$ cat src/lsr_pkg.sv
`default_nettype none
// ------------------------------------------------------------
// Shared constants of the light sensor readout block.
// ------------------------------------------------------------
package lsr_pkg;

    // ------------------------------------------------------------
    // Register map, indexed by address bits 2:0.
    // ------------------------------------------------------------
    localparam logic [2:0] REG_CMD     = 3'h0;
    localparam logic [2:0] REG_CTL     = 3'h1;
    localparam logic [2:0] REG_THR_HI  = 3'h2;
    localparam logic [2:0] REG_THR_LO  = 3'h3;
    localparam logic [2:0] REG_DATA_LO = 3'h4;
    localparam logic [2:0] REG_DATA_HI = 3'h5;
    localparam logic [2:0] REG_TMR_LO  = 3'h6;
    localparam logic [2:0] REG_TMR_HI  = 3'h7;

    // ------------------------------------------------------------
    // Address strobe bits and field positions.
    // ------------------------------------------------------------
    localparam int ADDR_SYNC_BIT   = 7;
    localparam int ADDR_CLRINT_BIT = 6;
    localparam int CMD_EN_BIT      = 7;
    localparam int CMD_PD_BIT      = 6;
    localparam int CMD_TIMING_BIT  = 5;
    localparam int CMD_DSEL_LSB    = 2;
    localparam int CMD_WIDTH_LSB   = 0;
    localparam int CTL_FLAG_BIT    = 5;
    localparam int CTL_GAIN_LSB    = 2;
    localparam int CTL_PERS_LSB    = 0;

    // ------------------------------------------------------------
    // Reset values and fixed codes.
    // ------------------------------------------------------------
    localparam logic [7:0] CMD_RESET    = 8'h00;
    localparam logic [1:0] GAIN_RESET   = 2'h0;
    localparam logic [1:0] PERS_RESET   = 2'h0;
    localparam logic [7:0] THR_HI_RESET = 8'hff;
    localparam logic [7:0] THR_LO_RESET = 8'h00;
    localparam logic [6:0] SLAVE_ADDR   = 7'h44;
    localparam logic [1:0] DSEL_D1      = 2'h0;
    localparam logic [1:0] DSEL_D2      = 2'h1;
    localparam logic [1:0] DSEL_DIFF    = 2'h2;
    localparam logic [1:0] DSEL_NOP     = 2'h3;

    // ------------------------------------------------------------
    // Counts: conversion cycles, persistence, range constants.
    // ------------------------------------------------------------
    localparam logic [16:0] CYC_W0 = 17'h10000;
    localparam logic [16:0] CYC_W1 = 17'h01000;
    localparam logic [16:0] CYC_W2 = 17'h00100;
    localparam logic [16:0] CYC_W3 = 17'h00010;
    localparam logic [4:0]  PERS_M0 = 5'h01;
    localparam logic [4:0]  PERS_M1 = 5'h04;
    localparam logic [4:0]  PERS_M2 = 5'h08;
    localparam logic [4:0]  PERS_M3 = 5'h10;
    localparam logic [15:0] RANGE_K1 = 16'h03cd;
    localparam logic [15:0] RANGE_K2 = 16'h0f34;
    localparam logic [15:0] RANGE_K3 = 16'h3cd0;
    localparam logic [15:0] RANGE_K4 = 16'hf340;

    typedef enum logic [1:0] {PH_IDLE, PH_FIRST, PH_SECOND} lsr_phase_e;

endpackage
`default_nettype wire

$ cat src/lsr_accum.sv
`timescale 1ns/1ns
`default_nettype none
// ------------------------------------------------------------
// Signed charge-balance pulse accumulator.
// ------------------------------------------------------------
module lsr_accum (
    input  wire logic               clk_i,
    input  wire logic               rstn_i,
    input  wire logic               clear_i,
    input  wire logic               inc_i,
    input  wire logic               dec_i,
    output logic signed [17:0]      acc_o
);

    logic signed [17:0] acc_ff;
    logic signed [17:0] nxt_acc;
    wire                at_top = (acc_ff == 18'sh1ffff);
    wire                at_bot = (acc_ff == -18'sh1ffff);

    // Saturation keeps a long bright integration from wrapping negative.
    assign nxt_acc = clear_i           ? 18'sh00000 :
                     (inc_i && !at_top) ? acc_ff + 18'sh00001 :
                     (dec_i && !at_bot) ? acc_ff - 18'sh00001 : acc_ff;

    always_ff @(posedge clk_i or negedge rstn_i) begin
        if (!rstn_i) begin
            acc_ff <= 18'sh00000;
        end else begin
            acc_ff <= nxt_acc;
        end
    end

    assign acc_o = acc_ff;

endmodule // lsr_accum
`default_nettype wire

$ cat src/lsr_persist.sv
`timescale 1ns/1ns
`default_nettype none
// ------------------------------------------------------------
// Threshold window check with consecutive persistence count.
// ------------------------------------------------------------
module lsr_persist (
    input  wire logic        clk_i,
    input  wire logic        rstn_i,
    input  wire logic        clear_i,
    input  wire logic        sample_i,
    input  wire logic [15:0] value_i,
    input  wire logic [15:0] hi_i,
    input  wire logic [15:0] lo_i,
    input  wire logic [4:0]  need_i,
    output logic             trig_o
);

    logic [4:0] run_ff;
    logic [4:0] nxt_run;
    wire        outside = (value_i > hi_i) || (value_i < lo_i);
    wire [4:0]  run_inc = (run_ff == 5'h1f) ? run_ff : run_ff + 5'h01;

    assign nxt_run = clear_i                 ? 5'h00 :
                     (sample_i && !outside) ? 5'h00 :
                     (sample_i && outside)  ? run_inc : run_ff;

    assign trig_o = sample_i && outside && !clear_i && (run_inc >= need_i);

    always_ff @(posedge clk_i or negedge rstn_i) begin
        if (!rstn_i) begin
            run_ff <= 5'h00;
        end else begin
            run_ff <= nxt_run;
        end
    end

endmodule // lsr_persist
`default_nettype wire

$ cat src/lsr_core.sv
`timescale 1ns/1ns
`default_nettype none
module lsr_core (
    input  wire logic        clk_i,
    input  wire logic        rstn_i,
    input  wire logic [6:0]  slave_addr_i,
    output logic             addr_match_o,
    input  wire logic        reg_wr_i,
    input  wire logic        reg_rd_i,
    input  wire logic [7:0]  reg_addr_i,
    input  wire logic [7:0]  reg_wdata_i,
    output logic [7:0]       reg_rdata_o,
    input  wire logic        osc_tick_i,
    input  wire logic        adc_pulse_i,
    output logic             adc_reset_o,
    output logic             power_down_o,
    output logic             diode_sel_o,
    output logic             osc_fast_o,
    output logic [1:0]       gain_o,
    output logic [15:0]      range_const_o,
    output logic             int_n_o
);

    // ------------------------------------------------------------
    // Decoding helpers.
    // ------------------------------------------------------------
    function automatic logic plain_hit(input logic [7:0] addr, input logic [2:0] idx);
        plain_hit = (addr[7:3] == 5'h00) && (addr[2:0] == idx);
    endfunction

    function automatic logic [16:0] width_cycles(input logic [1:0] w);
        unique case (w)
            2'h0: width_cycles = lsr_pkg::CYC_W0;
            2'h1: width_cycles = lsr_pkg::CYC_W1;
            2'h2: width_cycles = lsr_pkg::CYC_W2;
            2'h3: width_cycles = lsr_pkg::CYC_W3;
        endcase
    endfunction

    function automatic logic [4:0] persist_need(input logic [1:0] p);
        unique case (p)
            2'h0: persist_need = lsr_pkg::PERS_M0;
            2'h1: persist_need = lsr_pkg::PERS_M1;
            2'h2: persist_need = lsr_pkg::PERS_M2;
            2'h3: persist_need = lsr_pkg::PERS_M3;
        endcase
    endfunction

    function automatic logic [15:0] range_const(input logic [1:0] g);
        unique case (g)
            2'h0: range_const = lsr_pkg::RANGE_K1;
            2'h1: range_const = lsr_pkg::RANGE_K2;
            2'h2: range_const = lsr_pkg::RANGE_K3;
            2'h3: range_const = lsr_pkg::RANGE_K4;
        endcase
    endfunction

    // ------------------------------------------------------------
    // Registers.
    // ------------------------------------------------------------
    logic [7:0]         cmd_ff;
    logic [1:0]         gain_ff;
    logic [1:0]         pers_ff;
    logic               flag_ff;
    logic [7:0]         thr_hi_ff;
    logic [7:0]         thr_lo_ff;
    logic [15:0]        data_ff;
    logic [15:0]        tmr_cap_ff;
    logic [16:0]        tick_cnt_ff;
    logic [15:0]        tmr_cnt_ff;
    logic               diode_sel_ff;
    logic [7:0]         rdata_ff;
    lsr_pkg::lsr_phase_e phase_ff;
    lsr_pkg::lsr_phase_e nxt_phase;

    // ------------------------------------------------------------
    // Address match and write decode.
    // ------------------------------------------------------------
    // fixed slave address
    assign addr_match_o = (slave_addr_i == lsr_pkg::SLAVE_ADDR);

    wire wr_sync  = reg_wr_i && reg_addr_i[lsr_pkg::ADDR_SYNC_BIT];
    wire wr_clr   = reg_wr_i && reg_addr_i[lsr_pkg::ADDR_CLRINT_BIT];
    wire wr_cmd   = reg_wr_i && plain_hit(reg_addr_i, lsr_pkg::REG_CMD);
    wire wr_ctl   = reg_wr_i && plain_hit(reg_addr_i, lsr_pkg::REG_CTL);
    wire wr_thr_h = reg_wr_i && plain_hit(reg_addr_i, lsr_pkg::REG_THR_HI);
    wire wr_thr_l = reg_wr_i && plain_hit(reg_addr_i, lsr_pkg::REG_THR_LO);

    // ------------------------------------------------------------
    // Command fields.
    // ------------------------------------------------------------
    wire       cmd_en   = cmd_ff[lsr_pkg::CMD_EN_BIT];
    wire       converter_power_down = cmd_ff[lsr_pkg::CMD_PD_BIT];
    wire       ext_mode = cmd_ff[lsr_pkg::CMD_TIMING_BIT];
    wire [1:0] dsel     = cmd_ff[lsr_pkg::CMD_DSEL_LSB +: 2];
    wire [1:0] width    = cmd_ff[lsr_pkg::CMD_WIDTH_LSB +: 2];

    wire adc_run = cmd_en && !converter_power_down && (dsel != lsr_pkg::DSEL_NOP);

    wire [16:0] conv_len = width_cycles(width);

    // ------------------------------------------------------------
    // Integration timing.
    // ------------------------------------------------------------
    // internal cycle count
    wire int_end = osc_tick_i && (tick_cnt_ff == conv_len - 17'h00001);

    wire phase_end = adc_run && (phase_ff != lsr_pkg::PH_IDLE)
                     && (ext_mode ? wr_sync : int_end);

    wire last_phase = (dsel != lsr_pkg::DSEL_DIFF) || (phase_ff == lsr_pkg::PH_SECOND);
    wire result_end = phase_end && last_phase;

    // The difference mode runs diode one, then diode two, as two phases.
    always_comb begin
        nxt_phase = phase_ff;
        if (!adc_run) begin
            nxt_phase = lsr_pkg::PH_IDLE;
        end else begin
            unique case (phase_ff)
                lsr_pkg::PH_IDLE: begin
                    nxt_phase = lsr_pkg::PH_FIRST;
                end
                lsr_pkg::PH_FIRST: begin
                    if (phase_end && !last_phase) begin
                        nxt_phase = lsr_pkg::PH_SECOND;
                    end
                end
                lsr_pkg::PH_SECOND: begin
                    if (phase_end) begin
                        nxt_phase = lsr_pkg::PH_FIRST;
                    end
                end
            endcase
        end
    end

    wire [16:0] nxt_tick = (!adc_run || phase_end) ? 17'h00000 :
                           osc_tick_i ? tick_cnt_ff + 17'h00001 : tick_cnt_ff;

    wire [15:0] nxt_tmr  = (!adc_run || result_end) ? 16'h0000 :
                           osc_tick_i ? tmr_cnt_ff + 16'h0001 : tmr_cnt_ff;

    // ------------------------------------------------------------
    // Conversion result.
    // ------------------------------------------------------------
    wire               in_second = (phase_ff == lsr_pkg::PH_SECOND);
    wire               counting  = adc_run && (phase_ff != lsr_pkg::PH_IDLE);
    logic signed [17:0] acc;

    lsr_accum u_accum (
        .clk_i   (clk_i),
        .rstn_i  (rstn_i),
        .clear_i (!adc_run || result_end),
        .inc_i   (counting && adc_pulse_i && !in_second),
        .dec_i   (counting && adc_pulse_i && in_second),
        .acc_o   (acc)
    );

    // Clipping keeps the code inside n bits, or n-1 signed bits plus sign.
    wire signed [17:0] full_max = $signed({1'b0, conv_len}) - 18'sh00001;
    wire signed [17:0] half_max = $signed({2'b00, conv_len[16:1]}) - 18'sh00001;
    wire signed [17:0] half_min = -$signed({2'b00, conv_len[16:1]});
    wire signed [17:0] uns_res  = (acc < 18'sh00000) ? 18'sh00000 :
                                  (acc > full_max) ? full_max : acc;
    wire signed [17:0] sgn_res  = (acc > half_max) ? half_max :
                                  (acc < half_min) ? half_min : acc;
    wire [17:0]        res_raw  = (dsel == lsr_pkg::DSEL_DIFF) ? sgn_res : uns_res;
    wire [15:0]        result   = res_raw[15:0];

    // ------------------------------------------------------------
    // Threshold and interrupt flag.
    // ------------------------------------------------------------
    // high expanded threshold
    wire [15:0] thr_hi_full = {thr_hi_ff, 8'h00};
    wire [15:0] thr_lo_full = {thr_lo_ff, 8'h00};
    wire        trig;

    lsr_persist u_persist (
        .clk_i    (clk_i),
        .rstn_i   (rstn_i),
        .clear_i  (!adc_run),
        .sample_i (result_end),
        .value_i  (result),
        .hi_i     (thr_hi_full),
        .lo_i     (thr_lo_full),
        .need_i   (persist_need(pers_ff)),
        .trig_o   (trig)
    );

    wire flag_clr = wr_clr || (wr_ctl && !reg_wdata_i[lsr_pkg::CTL_FLAG_BIT]);
    wire nxt_flag = trig || (flag_ff && !flag_clr);

    // ------------------------------------------------------------
    // Read path.
    // ------------------------------------------------------------
    wire [7:0] ctl_view = {2'b00, flag_ff, 1'b0, gain_ff, pers_ff};
    logic [7:0] rd_mux;

    always_comb begin
        rd_mux = 8'h00;
        if (reg_addr_i[7:3] == 5'h00) begin
            unique case (reg_addr_i[2:0])
                lsr_pkg::REG_CMD:     rd_mux = {cmd_ff[7:5], 1'b0, cmd_ff[3:0]};
                lsr_pkg::REG_CTL:     rd_mux = ctl_view;
                lsr_pkg::REG_THR_HI:  rd_mux = thr_hi_ff;
                lsr_pkg::REG_THR_LO:  rd_mux = thr_lo_ff;
                lsr_pkg::REG_DATA_LO: rd_mux = data_ff[7:0];
                lsr_pkg::REG_DATA_HI: rd_mux = data_ff[15:8];
                lsr_pkg::REG_TMR_LO:  rd_mux = tmr_cap_ff[7:0];
                lsr_pkg::REG_TMR_HI:  rd_mux = tmr_cap_ff[15:8];
            endcase
        end
    end

    // ------------------------------------------------------------
    // Control register storage.
    // ------------------------------------------------------------
    // Reserved bits are stored as zero so factory modes never engage.
    always_ff @(posedge clk_i or negedge rstn_i) begin
        if (!rstn_i) begin
            cmd_ff    <= lsr_pkg::CMD_RESET;
            gain_ff   <= lsr_pkg::GAIN_RESET;
            pers_ff   <= lsr_pkg::PERS_RESET;
            thr_hi_ff <= lsr_pkg::THR_HI_RESET;
            thr_lo_ff <= lsr_pkg::THR_LO_RESET;
            flag_ff   <= 1'b0;
        end else begin
            if (wr_cmd) begin
                cmd_ff <= {reg_wdata_i[7:5], 1'b0, reg_wdata_i[3:0]};
            end
            if (wr_ctl) begin
                gain_ff <= reg_wdata_i[lsr_pkg::CTL_GAIN_LSB +: 2];
                pers_ff <= reg_wdata_i[lsr_pkg::CTL_PERS_LSB +: 2];
            end
            if (wr_thr_h) begin
                thr_hi_ff <= reg_wdata_i;
            end
            if (wr_thr_l) begin
                thr_lo_ff <= reg_wdata_i;
            end
            flag_ff <= nxt_flag;
        end
    end

    // ------------------------------------------------------------
    // Conversion state and result latches.
    // ------------------------------------------------------------
    always_ff @(posedge clk_i or negedge rstn_i) begin
        if (!rstn_i) begin
            phase_ff    <= lsr_pkg::PH_IDLE;
            tick_cnt_ff <= 17'h00000;
            tmr_cnt_ff  <= 16'h0000;
        end else begin
            phase_ff    <= nxt_phase;
            tick_cnt_ff <= nxt_tick;
            tmr_cnt_ff  <= nxt_tmr;
        end
    end

    always_ff @(posedge clk_i or negedge rstn_i) begin
        if (!rstn_i) begin
            data_ff    <= 16'h0000;
            tmr_cap_ff <= 16'h0000;
        end else if (result_end) begin
            data_ff    <= result;
            tmr_cap_ff <= tmr_cnt_ff;
        end
    end

    // ------------------------------------------------------------
    // Output flops.
    // ------------------------------------------------------------
    wire nxt_dsel = (dsel == lsr_pkg::DSEL_D2)
                    || ((dsel == lsr_pkg::DSEL_DIFF) && (nxt_phase == lsr_pkg::PH_SECOND));

    always_ff @(posedge clk_i or negedge rstn_i) begin
        if (!rstn_i) begin
            diode_sel_ff <= 1'b0;
            rdata_ff     <= 8'h00;
        end else begin
            diode_sel_ff <= nxt_dsel;
            if (reg_rd_i) begin
                rdata_ff <= rd_mux;
            end
        end
    end

    assign reg_rdata_o   = rdata_ff;
    assign adc_reset_o   = !cmd_en;
    assign power_down_o  = converter_power_down;
    assign diode_sel_o   = diode_sel_ff;
    // The faster oscillator serves the two upper ranges.
    assign osc_fast_o    = gain_ff[1];
    assign gain_o        = gain_ff;
    assign range_const_o = range_const(gain_ff);
    assign int_n_o       = !flag_ff;

endmodule // lsr_core
`default_nettype wire

$ cat config.mk
export PLATFORM = sky130hd
export DESIGN_NAME = lsr_core
export DESIGN_NICKNAME = d
export VERILOG_FILES = /design/src/lsr_pkg.sv /design/src/lsr_accum.sv /design/src/lsr_persist.sv /design/src/lsr_core.sv
export SDC_FILE = /design/constraint.sdc
export NUM_CORES = 1
export LEC_CHECK = 0
export BUFFER_PORTS_ARGS = -buffer_cell sky130_fd_sc_hd__buf_4
export CAP_MARGIN = 20
export CORE_ASPECT_RATIO = 0.7
export CORE_MARGIN = 1.5
export CORE_UTILIZATION = 55
export CTS_CLUSTER_DIAMETER = 50
export DETAILED_ROUTE_END_ITERATION = 6
export GPL_TIMING_DRIVEN = 1
export HOLD_SLACK_MARGIN = 0.05
export PLACE_DENSITY = 0.73
export SLEW_MARGIN = 10
export SYNTH_ARGS = -nofsm -noshare
export SYNTH_HDL_FRONTEND = slang
export SYNTH_HIERARCHICAL = 1
export SYNTH_SLANG_ARGS = --single-unit
$ cat constraint.sdc
create_clock -name clk_i -period 6.9 [get_ports clk_i]
set_input_delay 0.69 -clock clk_i [delete_from_list [all_inputs] [get_ports clk_i]]
set_output_delay 0.69 -clock clk_i [all_outputs]
set_load 0.03 [all_outputs]
[Word level (Yosys, flattened, before mapping)]
Index checks and enable logic that the tools add are counted.
Storage, ports and cells
  logic and storage cells: 143
  bits of input ports: 29
  register bits: 127
Operators by class
  reductions and logical operators: 57
  add/sub/neg operators: 9
  equality and inequality tests: 29
  multiplexer cells: 26
  order comparisons: 7
Operators by type and width (number)
  2-to-1 mux 16 bit: 7
  case mux 17 bit (4 select lines): 1
  case mux 16 bit (4 select lines): 1
  case mux 8 bit (8 select lines): 1
  2-to-1 mux 18 bit: 3
  == test 18 bit, second input constant: 2
  2-to-1 mux 17 bit: 2
  logical AND 1 bit: 29
  2-to-1 mux 5 bit: 4
  case mux 5 bit (4 select lines): 1
  adder 18 x 2 -> 18 bit, second input constant: 1
  == test 2 bit, second input constant: 9
  greater-than comparator 18 x 17 -> 1 bit: 1
  greater-than comparator 18 bit: 1
  < comparator 18 x 1 -> 1 bit, second input constant: 1
  < comparator 18 bit: 1
  negation 16 -> 18 bit: 1
  subtractor 17 x 1 -> 18 bit, second input constant: 1
  subtractor 18 x 2 -> 18 bit, second input constant: 1
  adder 17 x 1 -> 17 bit, second input constant: 1
  == test 17 bit: 1
  subtractor 16 x 1 -> 17 bit, second input constant: 1
  subtractor 17 x 1 -> 17 bit, second input constant: 1
  adder 16 x 1 -> 16 bit, second input constant: 1
  23 further kinds: 55

[Longest topological paths before layout]
Gate-level depths: netlist of the first run.
  depth in word-level cells: 14
  gate-level depth with buffers: 23
  depth with buffers taken out: 21

[Hierarchy]
The synthesis of the first run kept the hierarchy.
Modules (own cells, without submodules)
  lsr_core: area each 6911.6 µm², cells each 687, instances 1
  lsr_accum: area each 1801.7 µm², cells each 212, instances 1
  lsr_persist: area each 1287.5 µm², cells each 163, instances 1

[Least setup slack after synthesis of the first run]
Ideal clock, no wire load.
  path type: register -> register
  start: reg cmd_ff[1]
  end: reg flag_ff
  required time: 6.777 ns
  cell stages (with the launch flop): 19
  clock period less this slack: 4.575 ns
  buffers on the path: 2
  library setup time: 0.123 ns
  arrival: 4.452 ns
  path slack: 2.325 ns
  cell sequence: dfrtp_1 > nand2_2 > ha_1 > buf_6 > and2_4 > ha_1 > a41oi_1 > o21ai_0 > a211o_1 > o211ai_2 > buf_4 > o22ai_1 > or2_2 > ha_1 > nand4_1 > or4_1 > a21boi_4 > a2111oi_2 > nand2b_1
On the way
  word-level cells in the longest chain between the ends: 13
  elaborated cells on any way between the ends: 29
  those cells by class: 4 x add/sub; 5 x order compare; 4 x eq/ne; 7 x mux; 9 x reduce/logical
Ends and longest elaborated chain
  start: declaration: line lsr_core.sv:61  | logic [7:0] cmd_ff;
  start signal: assignment: line lsr_core.sv:222  | cmd_ff <= lsr_pkg::CMD_RESET;
  start signal: assignment: line lsr_core.sv:230  | cmd_ff <= {reg_wdata_i[7:5], 1'b0, reg_wdata_i[3:0]};
  == test 2 bit (tied with other cells): line lsr_core.sv:32  | unique case (w)
  case mux 17 bit (4 select lines) (*): line lsr_core.sv:32
  subtractor 17 x 1 -> 18 bit or negation 16 -> 18 bit (tied branches): line lsr_core.sv:161, lsr_core.sv:163
  greater-than comparator 18 bit or < comparator 18 bit (tied branches): line lsr_core.sv:165, lsr_core.sv:167
  2-to-1 mux 16 bit, on equally long branches: line lsr_core.sv:165, lsr_core.sv:167
  2-to-1 mux 16 bit, on equally long branches: line lsr_core.sv:164, lsr_core.sv:166
  2-to-1 mux 16 bit (*): line lsr_core.sv:168  | wire [17:0] res_raw = (dsel == lsr_pkg::DSEL_DIFF) ? sgn_res : uns_res;
  via res_raw[15]: line lsr_core.sv:168
  greater-than comparator 16 bit or < comparator 16 bit (tied branches): line lsr_persist.sv:20  | wire outside = (value_i > hi_i) || (value_i < lo_i);
  logical OR 1 bit (*): line lsr_persist.sv:20
  logical AND 1 bit (*) (3 in series): line lsr_persist.sv:27  | assign trig_o = sample_i && outside && !clear_i && (run_inc >= need_i);
  via trig: line lsr_core.sv:177  | wire trig;
  logical OR 1 bit (*): line lsr_core.sv:192  | wire nxt_flag = trig || (flag_ff && !flag_clr);
  via nxt_flag: line lsr_core.sv:192
  end signal: assignment: line lsr_core.sv:242  | flag_ff <= nxt_flag;
  end: declaration: line lsr_core.sv:64  | logic flag_ff;
The timed path passes the listed nets; every way through them passes the cells marked *. The select of a mux whose other input is x is not followed.
A chain may end at the register's enable or synchronous reset.

[Worst setup path in the final report of the first run]
Ends and elaborated chain as after synthesis.

==> results of run 1 <==
worst paths after layout:
kind                                           start                         endpoint  slack [ps]
max                            cmd_ff[1]$_DFFE_PN0P_                flag_ff$_DFF_PN0_        1090
min                                           rstn_i  u_persist/run_ff[2]$_DFFE_PN0P_         370
max reg2reg                    cmd_ff[1]$_DFFE_PN0P_                flag_ff$_DFF_PN0_        1090
min reg2reg                tmr_cap_ff[9]$_DFFE_PN0P_        tmr_cap_ff[9]$_DFFE_PN0P_         510
max in group asynchronous                     rstn_i         thr_lo_ff[4]$_DFFE_PN0P_        5190
min in group clk_i                    reg_wdata_i[3]         thr_hi_ff[3]$_DFFE_PN1P_         510
registers in the layout, summed over array words and instances, names as in the netlist, 5 cells and up:
register	count
data_ff	16
tick_cnt_ff	17
u_accum/acc_o	18
u_persist/run_ff	5
tmr_cap_ff	16
reg_rdata_o	8
cmd_ff	7
tmr_cnt_ff	16
thr_lo_ff	8
thr_hi_ff	8
cells in the mapped netlist, types with 17 or more instances:
cell	count
sky130_fd_sc_hd__dfrtp_1	119
sky130_fd_sc_hd__nor2_1	105
sky130_fd_sc_hd__ha_1	97
sky130_fd_sc_hd__inv_1	77
sky130_fd_sc_hd__nand2_1	73
sky130_fd_sc_hd__a21oi_1	50
sky130_fd_sc_hd__mux2_2	48
sky130_fd_sc_hd__o21ai_0	39
sky130_fd_sc_hd__nand3_1	31
sky130_fd_sc_hd__nand4_1	29
sky130_fd_sc_hd__xor2_1	27
sky130_fd_sc_hd__mux2i_1	23
sky130_fd_sc_hd__nand2b_1	19
sky130_fd_sc_hd__xnor2_1	19
sky130_fd_sc_hd__clkbuf_1	17
per-layer routing:
metal	track usage [%]	up-vias	routed length (µm)
li1	-	3954	-
met5	0	-	0
met3	5.33	36	2000
met4	6.61	0	355
met2	40.8	305	10800
met1	43.6	4012	12700
per-stage QoR:
| step | setup WS (ps) | util [%] |
|---|---|---|
| after floorplan | 2330 | - |
| after global placement | 1540 | 58.9 |
| after detailed placement | 1260 | 58.9 |
| after CTS | 1290 | 62.6 |
| after global routing | 864 | 62.6 |
| final | 1090 | 62.6 |
worst register-to-register path, delay by kind of cell, from the launching register on:
kind / cells / cell delay [ps]
buf+inv: 1 / 230
simple gates: 8 / 2250
fa+ha+maj: 3 / 1380
compound gates: 6 / 1380
flops: 1 / 460
cells by family after synthesis:
kind of cell    synth area share, %
xor+xnor                       4.19
simple gates                   18.6
other cells                  0.0751
fa+ha+maj                      12.3
flops                          31.9
mux                            8.91
buf+inv                        5.79
compound gates                 18.2
layout make-up:
cell class | count | share of cell area, %
tap | 236 | 2.63
sequential | 127 | 28.4
multi-input combinational | 830 | 56.2
clock buffer | 17 | 3.79
clock inverter | 15 | 2.00
inverter | 79 | 2.64
timing repair buffer | 63 | 4.28
where the power goes:
group          internal [W]  total (W)  switching (W)
logic             0.0000833   0.000232       0.000149
registers          0.000756   0.000768      0.0000115
clock network      0.000619    0.00101       0.000395
layout by cell type (no fill, tap or decap), types with 5 or more instances in the layout:
cell                        instances
sky130_fd_sc_hd__dfrtp_1          119
sky130_fd_sc_hd__nor2_1           105
sky130_fd_sc_hd__ha_1              97
sky130_fd_sc_hd__inv_1             77
sky130_fd_sc_hd__nand2_1           73
sky130_fd_sc_hd__buf_4             62
sky130_fd_sc_hd__a21oi_1           50
sky130_fd_sc_hd__mux2_2            48
sky130_fd_sc_hd__o21ai_0           39
sky130_fd_sc_hd__nand3_1           31
sky130_fd_sc_hd__nand4_1           29
sky130_fd_sc_hd__xor2_1            27
sky130_fd_sc_hd__mux2i_1           23
sky130_fd_sc_hd__conb_1            20
sky130_fd_sc_hd__nand2b_1          19
sky130_fd_sc_hd__xnor2_1           19
sky130_fd_sc_hd__clkbuf_16         17
sky130_fd_sc_hd__nor3_1            12
sky130_fd_sc_hd__a31oi_1           12
sky130_fd_sc_hd__o22ai_1           10
sky130_fd_sc_hd__a211oi_1           9
sky130_fd_sc_hd__o21ai_1            9
sky130_fd_sc_hd__nor2b_1            8
sky130_fd_sc_hd__o21a_1             8
sky130_fd_sc_hd__dfstp_2            8
sky130_fd_sc_hd__and3_1             7
sky130_fd_sc_hd__a21o_1             7
sky130_fd_sc_hd__or2_2              6
sky130_fd_sc_hd__a211oi_2           6
sky130_fd_sc_hd__nor4_1             6
sky130_fd_sc_hd__o211ai_1           6
sky130_fd_sc_hd__o2111ai_1          6
sky130_fd_sc_hd__and2_1             6
sky130_fd_sc_hd__nand4b_1           6
sky130_fd_sc_hd__a311oi_1           5
sky130_fd_sc_hd__a21boi_0           5
sky130_fd_sc_hd__o221ai_1           5
sky130_fd_sc_hd__inv_6              5
==> Implementation_results.wiki, run 1 <==
{| class="wikitable"
! Metric !! Value
|-
| Worst path cell trace || nand2_2 -> ha_1 -> inv_1 -> ha_1 -> nand4b_1 -> a31oi_1 -> o31ai_4 -> a221oi_4 -> or2_1 -> nor4_2 -> a21oi_2 -> nand2_1 -> ha_1 -> nand4_1 -> or4_1 -> a21boi_4 -> a2111oi_2 -> nand2b_1
|-
| Global-route wire length before repair || 41.4 mm
|-
| Filler cell count in the final layout || 1465
|-
| Initial core utilization || between 50 and 60%
|-
| Req. time, crit path || 7190 ps
|-
| Number of max-cap violations || 0
|-
| Number of buffers inserted for hold repair after clock tree synthesis || 0
|-
| Post_cts resized || 0
|-
| Via-per-instance ratio || 6.08
|-
| Placed cells || 1334
|-
| Slew margin rel. || approximately 40%
|-
| Synth top area share || between 20% and 30%
|-
| Routed WL || 25.9 mm
|-
| Detailed-route via count || 8307
|-
| Worst VDD drop || ~0.18 mV
|-
| Instance area at placement || 10600 µm²
|-
| Fraction of synthesis flops using an asynchronous set or reset pin || 100%
|-
| Final period util || 84.2%
|-
| Post-route standard cell area excluding fillers || about 11000 µm²
|-
| Area of the core || about 18000 µm²
|-
| Routed Antenna Nets || 0
|-
| Final hold slack || 371 ps
|-
| Cts bufs inserted || 17
|-
| Count of standard-cell rows || 41
|-
| Critical Path AT || 6100 ps
|-
| Stages on worst setup path || 18
|-
| Clock Tree Root || sky130_fd_sc_hd__clkbuf_16
|-
| Number of synthesized register bits || 127
|-
| Critical path peak fanout || 13
|-
| F_max || 172 MHz
|-
| Final setup violation count || 0
|-
| TritonCTS clock tree || done
|-
| Post-Synthesis Mean Instance Area || 9.42 µm²
|-
| Length in cells of the worst reg-to-reg path || 18
|-
| HPWL Detailed || roughly 19 mm
|-
| Area used by multi-input combinational logic || 6300 µm²
|-
| Net count, final || 1245
|-
| Number of antenna violations at the first check in global routing || 0
|-
| Library cell appearing most often on the critical path || sky130_fd_sc_hd__ha_1
|-
| Routability-driven placement congestion ratio || 0.984
|-
| Die Span Y || between 100 and 150 µm
|-
| Clock-pin slew on the worst setup and hold paths || 70 ps
|-
| Source-to-sink clock delay at the later pin of the worst-skew pair || ~420 ps
|-
| Worst slew pin tran || slightly below 900 ps
|-
| Flip-flop and latch area || ~3200 µm²
|-
| Overall power of the completed layout || 0.00201 W
|-
| N_diodes || 0
|-
| Leakage power || 5.11 nW
|-
| Area growth from synthesis to final layout || 12.1%
|-
| Number of sinks driven by the clock tree || 127
|-
| Overall Global Routing Usage || ~28%
|-
| Share of final-layout standard cells stronger than drive strength 1 || between 10% and 20%
|-
| Count of cell types in the netlist || 101
|-
| Die X-Extent || 164 µm
|-
| Buffer depth of the longest clock path || 2
|-
| Number of post-CTS setup repair buffers || 0
|-
| CTS H-tree depth || 4
|-
| Ys flop type || sky130_fd_sc_hd__dfrtp_1
|-
| Crit start category || flop
|-
| Final Non-Filler Cells || 1367
|-
| Tmin final || a little under 6000 ps
|-
| Count of buffer and inverter cells on the critical path || 1
|-
| Mapped cell area || 10000 µm²
|-
| Seq/Total Area, Yosys || 31.9%
|-
| Number of search-and-repair iterations in the first detailed-routing pass || 5
|-
| Remaining global-route overflow || 0
|-
| IO Count || slightly above 60
|-
| Final Slew Violations || 0
|-
| Top cells by area, synth || sky130_fd_sc_hd__dfrtp_1 30%, sky130_fd_sc_hd__ha_1 12%, sky130_fd_sc_hd__mux2_2 5.4%
|-
| Kind of critical path || flop to flop
|-
| Cell count after synthesis || ~1100
|-
| Count of flip-flops with a built-in enable after synthesis || 0
|-
| Worst-path cell with the longest stage delay || sky130_fd_sc_hd__or4_1
|-
| Path class of the lowest-slack min-delay path || input port to async pin
|-
| Setup_tns || 0 ps
|-
| Quantity of I/O buffers inserted on ports || 59
|-
| Initial DRC Count || 863
|-
| Final Hold Vio Count || 0
|-
| Number of global-route vias before repair || 7704
|-
| Synth warn || 6
|-
| Largest delay share family, worst path || simple AND/OR/NAND/NOR gates
|-
| Number of remaining DRC errors || 0
|-
| Average wire length per cell after detail routing || 18.9 µm
|-
| Clock skew || 13.5 ps
|-
| Power Density || 180 nW/µm²
|-
| Cell type with the largest total area after synthesis || sky130_fd_sc_hd__dfrtp_1
|-
| Largest net degree at the start of global routing || 65
|-
| Die area || 19000 µm²
|-
| Kind of end point of the critical path || flop
|-
| Worst stage delay on the critical path || 720 ps
|-
| Setup repair after global routing missed its margin || false
|-
| Status || complete, no violations
|}
Note: power is estimated with default switching activity, not from simulation.
==> inputs of run 2 (changes only) <==
ABC_AREA = 1   (was unset)
PLACE_DENSITY = 0.76   (was 0.73)
clock period = 4.8 ns   (was 6.9 ns; I/O delays follow)
==> run 2 against run 1 <==
Against the previous run: routed wire length increased by 6.1%; clock-buffer cell count unchanged; hold slack got worse by 240 ps; sequential share of layout area decreased by 0.13 points; utilization increased by 2.0 points; register-to-register slack got worse by 660 ps; sequential cell count unchanged; clock skew decreased by 3.2 ps; highest routed layer unchanged.
==> Implementation_results.wiki, run 2 <==
{| class="wikitable"
! Metric !! Value
|-
| Status || complete, no violations
|-
| Leading cell type in the layout, fill and taps excluded || sky130_fd_sc_hd__nand2_1
|-
| F_max || 229 MHz (+33%)
|-
| Setup repair after global routing missed its margin || false
|-
| Number of antenna violations at the first check in global routing || 0 (unchanged)
|-
| Number of buffers inserted for hold repair after clock tree synthesis || 0 (unchanged)
|-
| Synth top area share || 29.9% (+0.15 points)
|-
| Leakage power || 6.05 nW (+18%)
|-
| Post-Synthesis Mean Instance Area || 6.86 µm² (-27%)
|-
| HPWL Detailed || 20.8 mm (+9.9%)
|-
| Via-per-instance ratio || 5.44 (-10%)
|-
| Clock-pin slew on the worst setup and hold paths || 70 ps (about the same)
|-
| Initial DRC Count || 1203 (+39%)
|-
| Clock Tree Root || sky130_fd_sc_hd__clkbuf_16
|-
| Source-to-sink clock delay at the later pin of the worst-skew pair || 430 ps (about the same)
|-
| Max reg flops || 18 (unchanged)
|-
| Average wire length per cell after detail routing || 15.5 µm (-18%)
|-
| Routability-driven placement congestion ratio || 0.963 (-2.2%)
|-
| Slew margin rel. || 30.9% (-9.3 points)
|-
| N_diodes || 0 (unchanged)
|-
| Count of cell types in the netlist || 54 (-47%)
|-
| Quantity of I/O buffers inserted on ports || 59 (unchanged)
|-
| Number of sinks driven by the clock tree || 127 (unchanged)
|-
| Critical Path AT || 4680 ps (-1420 ps)
|-
| Number of search-and-repair iterations in the first detailed-routing pass || 6 (+1)
|-
| Area used by multi-input combinational logic || 5860 µm² (-7.1%)
|-
| Fraction of synthesis flops using an asynchronous set or reset pin || 100% (unchanged)
|-
| Most used standard cell by instance count after synthesis || sky130_fd_sc_hd__nand2_1
|-
| Crit path to || flag_ff$_DFF_PN0_
|-
| Area growth from synthesis to final layout || 13.2%
|-
| Count of flip-flops with a built-in enable after synthesis || 0 (unchanged)
|-
| Worst slew pin tran || 1030 ps (+139 ps)
|-
| Worst VDD drop || 0.184 mV (+1.6%)
|-
| Net count, final || 1656 (+33%)
|-
| Share of final-layout standard cells stronger than drive strength 1 || 9.60% (-9.7 points)
|-
| Top cells by area, synth || sky130_fd_sc_hd__dfrtp_1 30%, sky130_fd_sc_hd__nand2_1 18%, sky130_fd_sc_hd__ha_1 12%
|-
| Routed WL || 27.5 mm (+6.1%)
|-
| Crit start category || flop
|-
| Die area || 18900 µm² (-0.49%)
|-
| Worst r2r src || cmd_ff[1]$_DFFE_PN0P_
|-
| Worst stage delay on the critical path || 450 ps (-270 ps)
|-
| Power Density || 260 nW/µm² (+45%)
|-
| Initial core utilization || 57.1% (+1.3 points)
|-
| Tmin final || 4370 ps (-1440 ps)
|-
| Remaining global-route overflow || 0 (unchanged)
|-
| Filler cell count in the final layout || 1549 (+5.7%)
|-
| Mapped cell area || 9950 µm² (-0.50%)
|-
| Cell count after synthesis || 1451 (+37%)
|-
| Kind of critical path || flop to flop
|-
| Area of the core || 17400 µm² (-2.7%)
|-
| Synth warn || 6 (unchanged)
|-
| Detailed-route via count || 9646 (+16%)
|-
| Die X-Extent || 164 µm (-0.25%)
|-
| Clock skew || 10.3 ps (-3.19 ps)
|-
| TritonCTS clock tree || done
|-
| Final Slew Violations || 0 (unchanged)
|-
| Routed Antenna Nets || 0 (unchanged)
|-
| Number of synthesized register bits || 127 (unchanged)
|-
| Buffer depth of the longest clock path || 2 (unchanged)
|-
| Number of global-route vias before repair || 8745 (+14%)
|-
| Cell type with the largest total area after synthesis || sky130_fd_sc_hd__dfrtp_1
|-
| Final setup violation count || 0 (unchanged)
|-
| Worst-path cell with the longest stage delay || sky130_fd_sc_hd__dfrtp_1
|-
| Top cells by count, synth || 480 x sky130_fd_sc_hd__nand2_1, 213 x sky130_fd_sc_hd__inv_1, 119 x sky130_fd_sc_hd__dfrtp_1
|-
| Number of remaining DRC errors || 0 (unchanged)
|-
| Critical path peak fanout || 12 (-1)
|-
| Cts bufs inserted || 17 (unchanged)
|-
| Path class of the lowest-slack min-delay path || input port to async pin
|-
| Seq/Total Area, Yosys || 32.0% (+0.16 points)
|-
| Largest net degree at the start of global routing || 63 (-3.1%)
|-
| Setup slack of the critical path after layout || 432 ps (-657 ps)
|-
| Count of standard-cell rows || 40 (-2.4%)
|-
| Start point of the critical path || cmd_ff[1]$_DFFE_PN0P_
|-
| Final period util || 91.0% (+6.8 points)
|-
| Ys flop type || sky130_fd_sc_hd__dfrtp_1
|-
| Number of max-cap violations || 0 (unchanged)
|-
| Worst slack at placement || 299 ps (-963 ps)
|-
| Commonest non-fill, non-tap cells in the layout || 478 x sky130_fd_sc_hd__nand2_1, 212 x sky130_fd_sc_hd__inv_1, 119 x sky130_fd_sc_hd__dfrtp_1
|-
| CTS H-tree depth || 4 (unchanged)
|-
| Flip-flop and latch area || 3190 µm² (unchanged)
|-
| Library cell appearing most often on the critical path || sky130_fd_sc_hd__nand2_1
|-
| IO Count || 61 (unchanged)
|-
| Overall Global Routing Usage || 30.8% (+2.5 points)
|-
| Global-route wire length before repair || 45.2 mm (+9.2%)
|-
| R2r setup slk || 430 ps (-660 ps)
|-
| Die Span Y || 116 µm (-0.25%)
|-
| Kind of end point of the critical path || flop
|-
| Length in cells of the worst reg-to-reg path || 27 (+9)
|-
| Req. time, crit path || 5120 ps (-2070 ps)
|-
| Setup_tns || 0 ps (unchanged)
|-
| Final Hold Vio Count || 0 (unchanged)
|-
| Reg-to-reg endpoint || flag_ff$_DFF_PN0_
|}
[run 2: timing repair]
action	in CTS	in global routing
endpoints found under the setup margin	0	6
setup buffers	0	1
resized for setup	0	6
[run 2: cells by family after synthesis]
kind of cell | after synthesis | share of synthesized area [%]
adder cells (fa/ha/maj) | 98 | 12.4
XOR/XNOR | 26 | 2.29
other | 2 | 0.0755
AND/OR/NAND/NOR | 760 | 32.1
flip-flops | 127 | 32.0
buffers and inverters | 246 | 9.93
AO/OA/AOI/OAI | 192 | 11.2
[run 2: worst max-delay path: cells and delay by family, from the launching register on]
family | cells | cell delay, ps
AOI/OAI and AO/OA | 2 | 320
DFF | 1 | 450
buffers and inverters | 3 | 390
and+or+nand+nor | 19 | 2180
adders and majority gates | 3 | 890
[run 2: area by class of cell]
cell class,count,share of cell area (%)
Tap cell,231,2.57
Multi-Input combinational cell,1096,52.0
Timing Repair Buffer,68,4.53
Inverter,219,7.34
Clock buffer,17,3.78
Sequential cell,127,28.3
Clock inverter,15,1.48
[run 2: metal layers]
metal / vias up / GRT usage (%) / share of wire, %
li1: 4796 / - / -
met1: 4384 / 47.3 / 48
met2: 423 / 43.0 / 40
met3: 43 / 7.34 / 10
met4: 0 / 7.70 / 1.5
met5: - / 0 / 0
[run 2: report_power, final]
| part | leakage, nW | internal [W] | switching (W) | total [W] |
|---|---|---|---|---|
| Clock | 0.284 | 0.000698 | 0.000605 | 0.00130 |
| Combinational | 4.05 | 0.000172 | 0.000342 | 0.000514 |
| Sequential | 1.71 | 0.00109 | 0.0000255 | 0.00111 |
[run 2: worst min path at each step]
stage,from,end,slack [ps],cells after the start
3_3_place_gp,tick_cnt_ff[16]$_DFFE_PN0P_,tick_cnt_ff[16]$_DFFE_PN0P_,450,1
4_1_cts,rstn_i,cmd_ff[2]$_DFFE_PN0P_,160,1
6_report,rstn_i,cmd_ff[2]$_DFFE_PN0P_,130,1
2_1_floorplan,rstn_i,cmd_ff[0]$_DFFE_PN0P_,180,0
5_1_grt,rstn_i,cmd_ff[2]$_DFFE_PN0P_,200,1
3_5_place_dp,tick_cnt_ff[16]$_DFFE_PN0P_,tick_cnt_ff[16]$_DFFE_PN0P_,460,1
[run 2: metrics by stage]
step	util, %	cell area (µm²)	instances	hold WS (ps)	total power (W)
CTS	64.5	11200	1772	160	0.00293
detailed placement	61.1	10600	1740	463	0.00163
floorplan	-	10000	1469	184	0.00147
global route	64.7	11300	1773	201	0.00306
finish	64.7	11300	1773	132	0.00293
global placement	61.1	10600	1740	450	0.00162
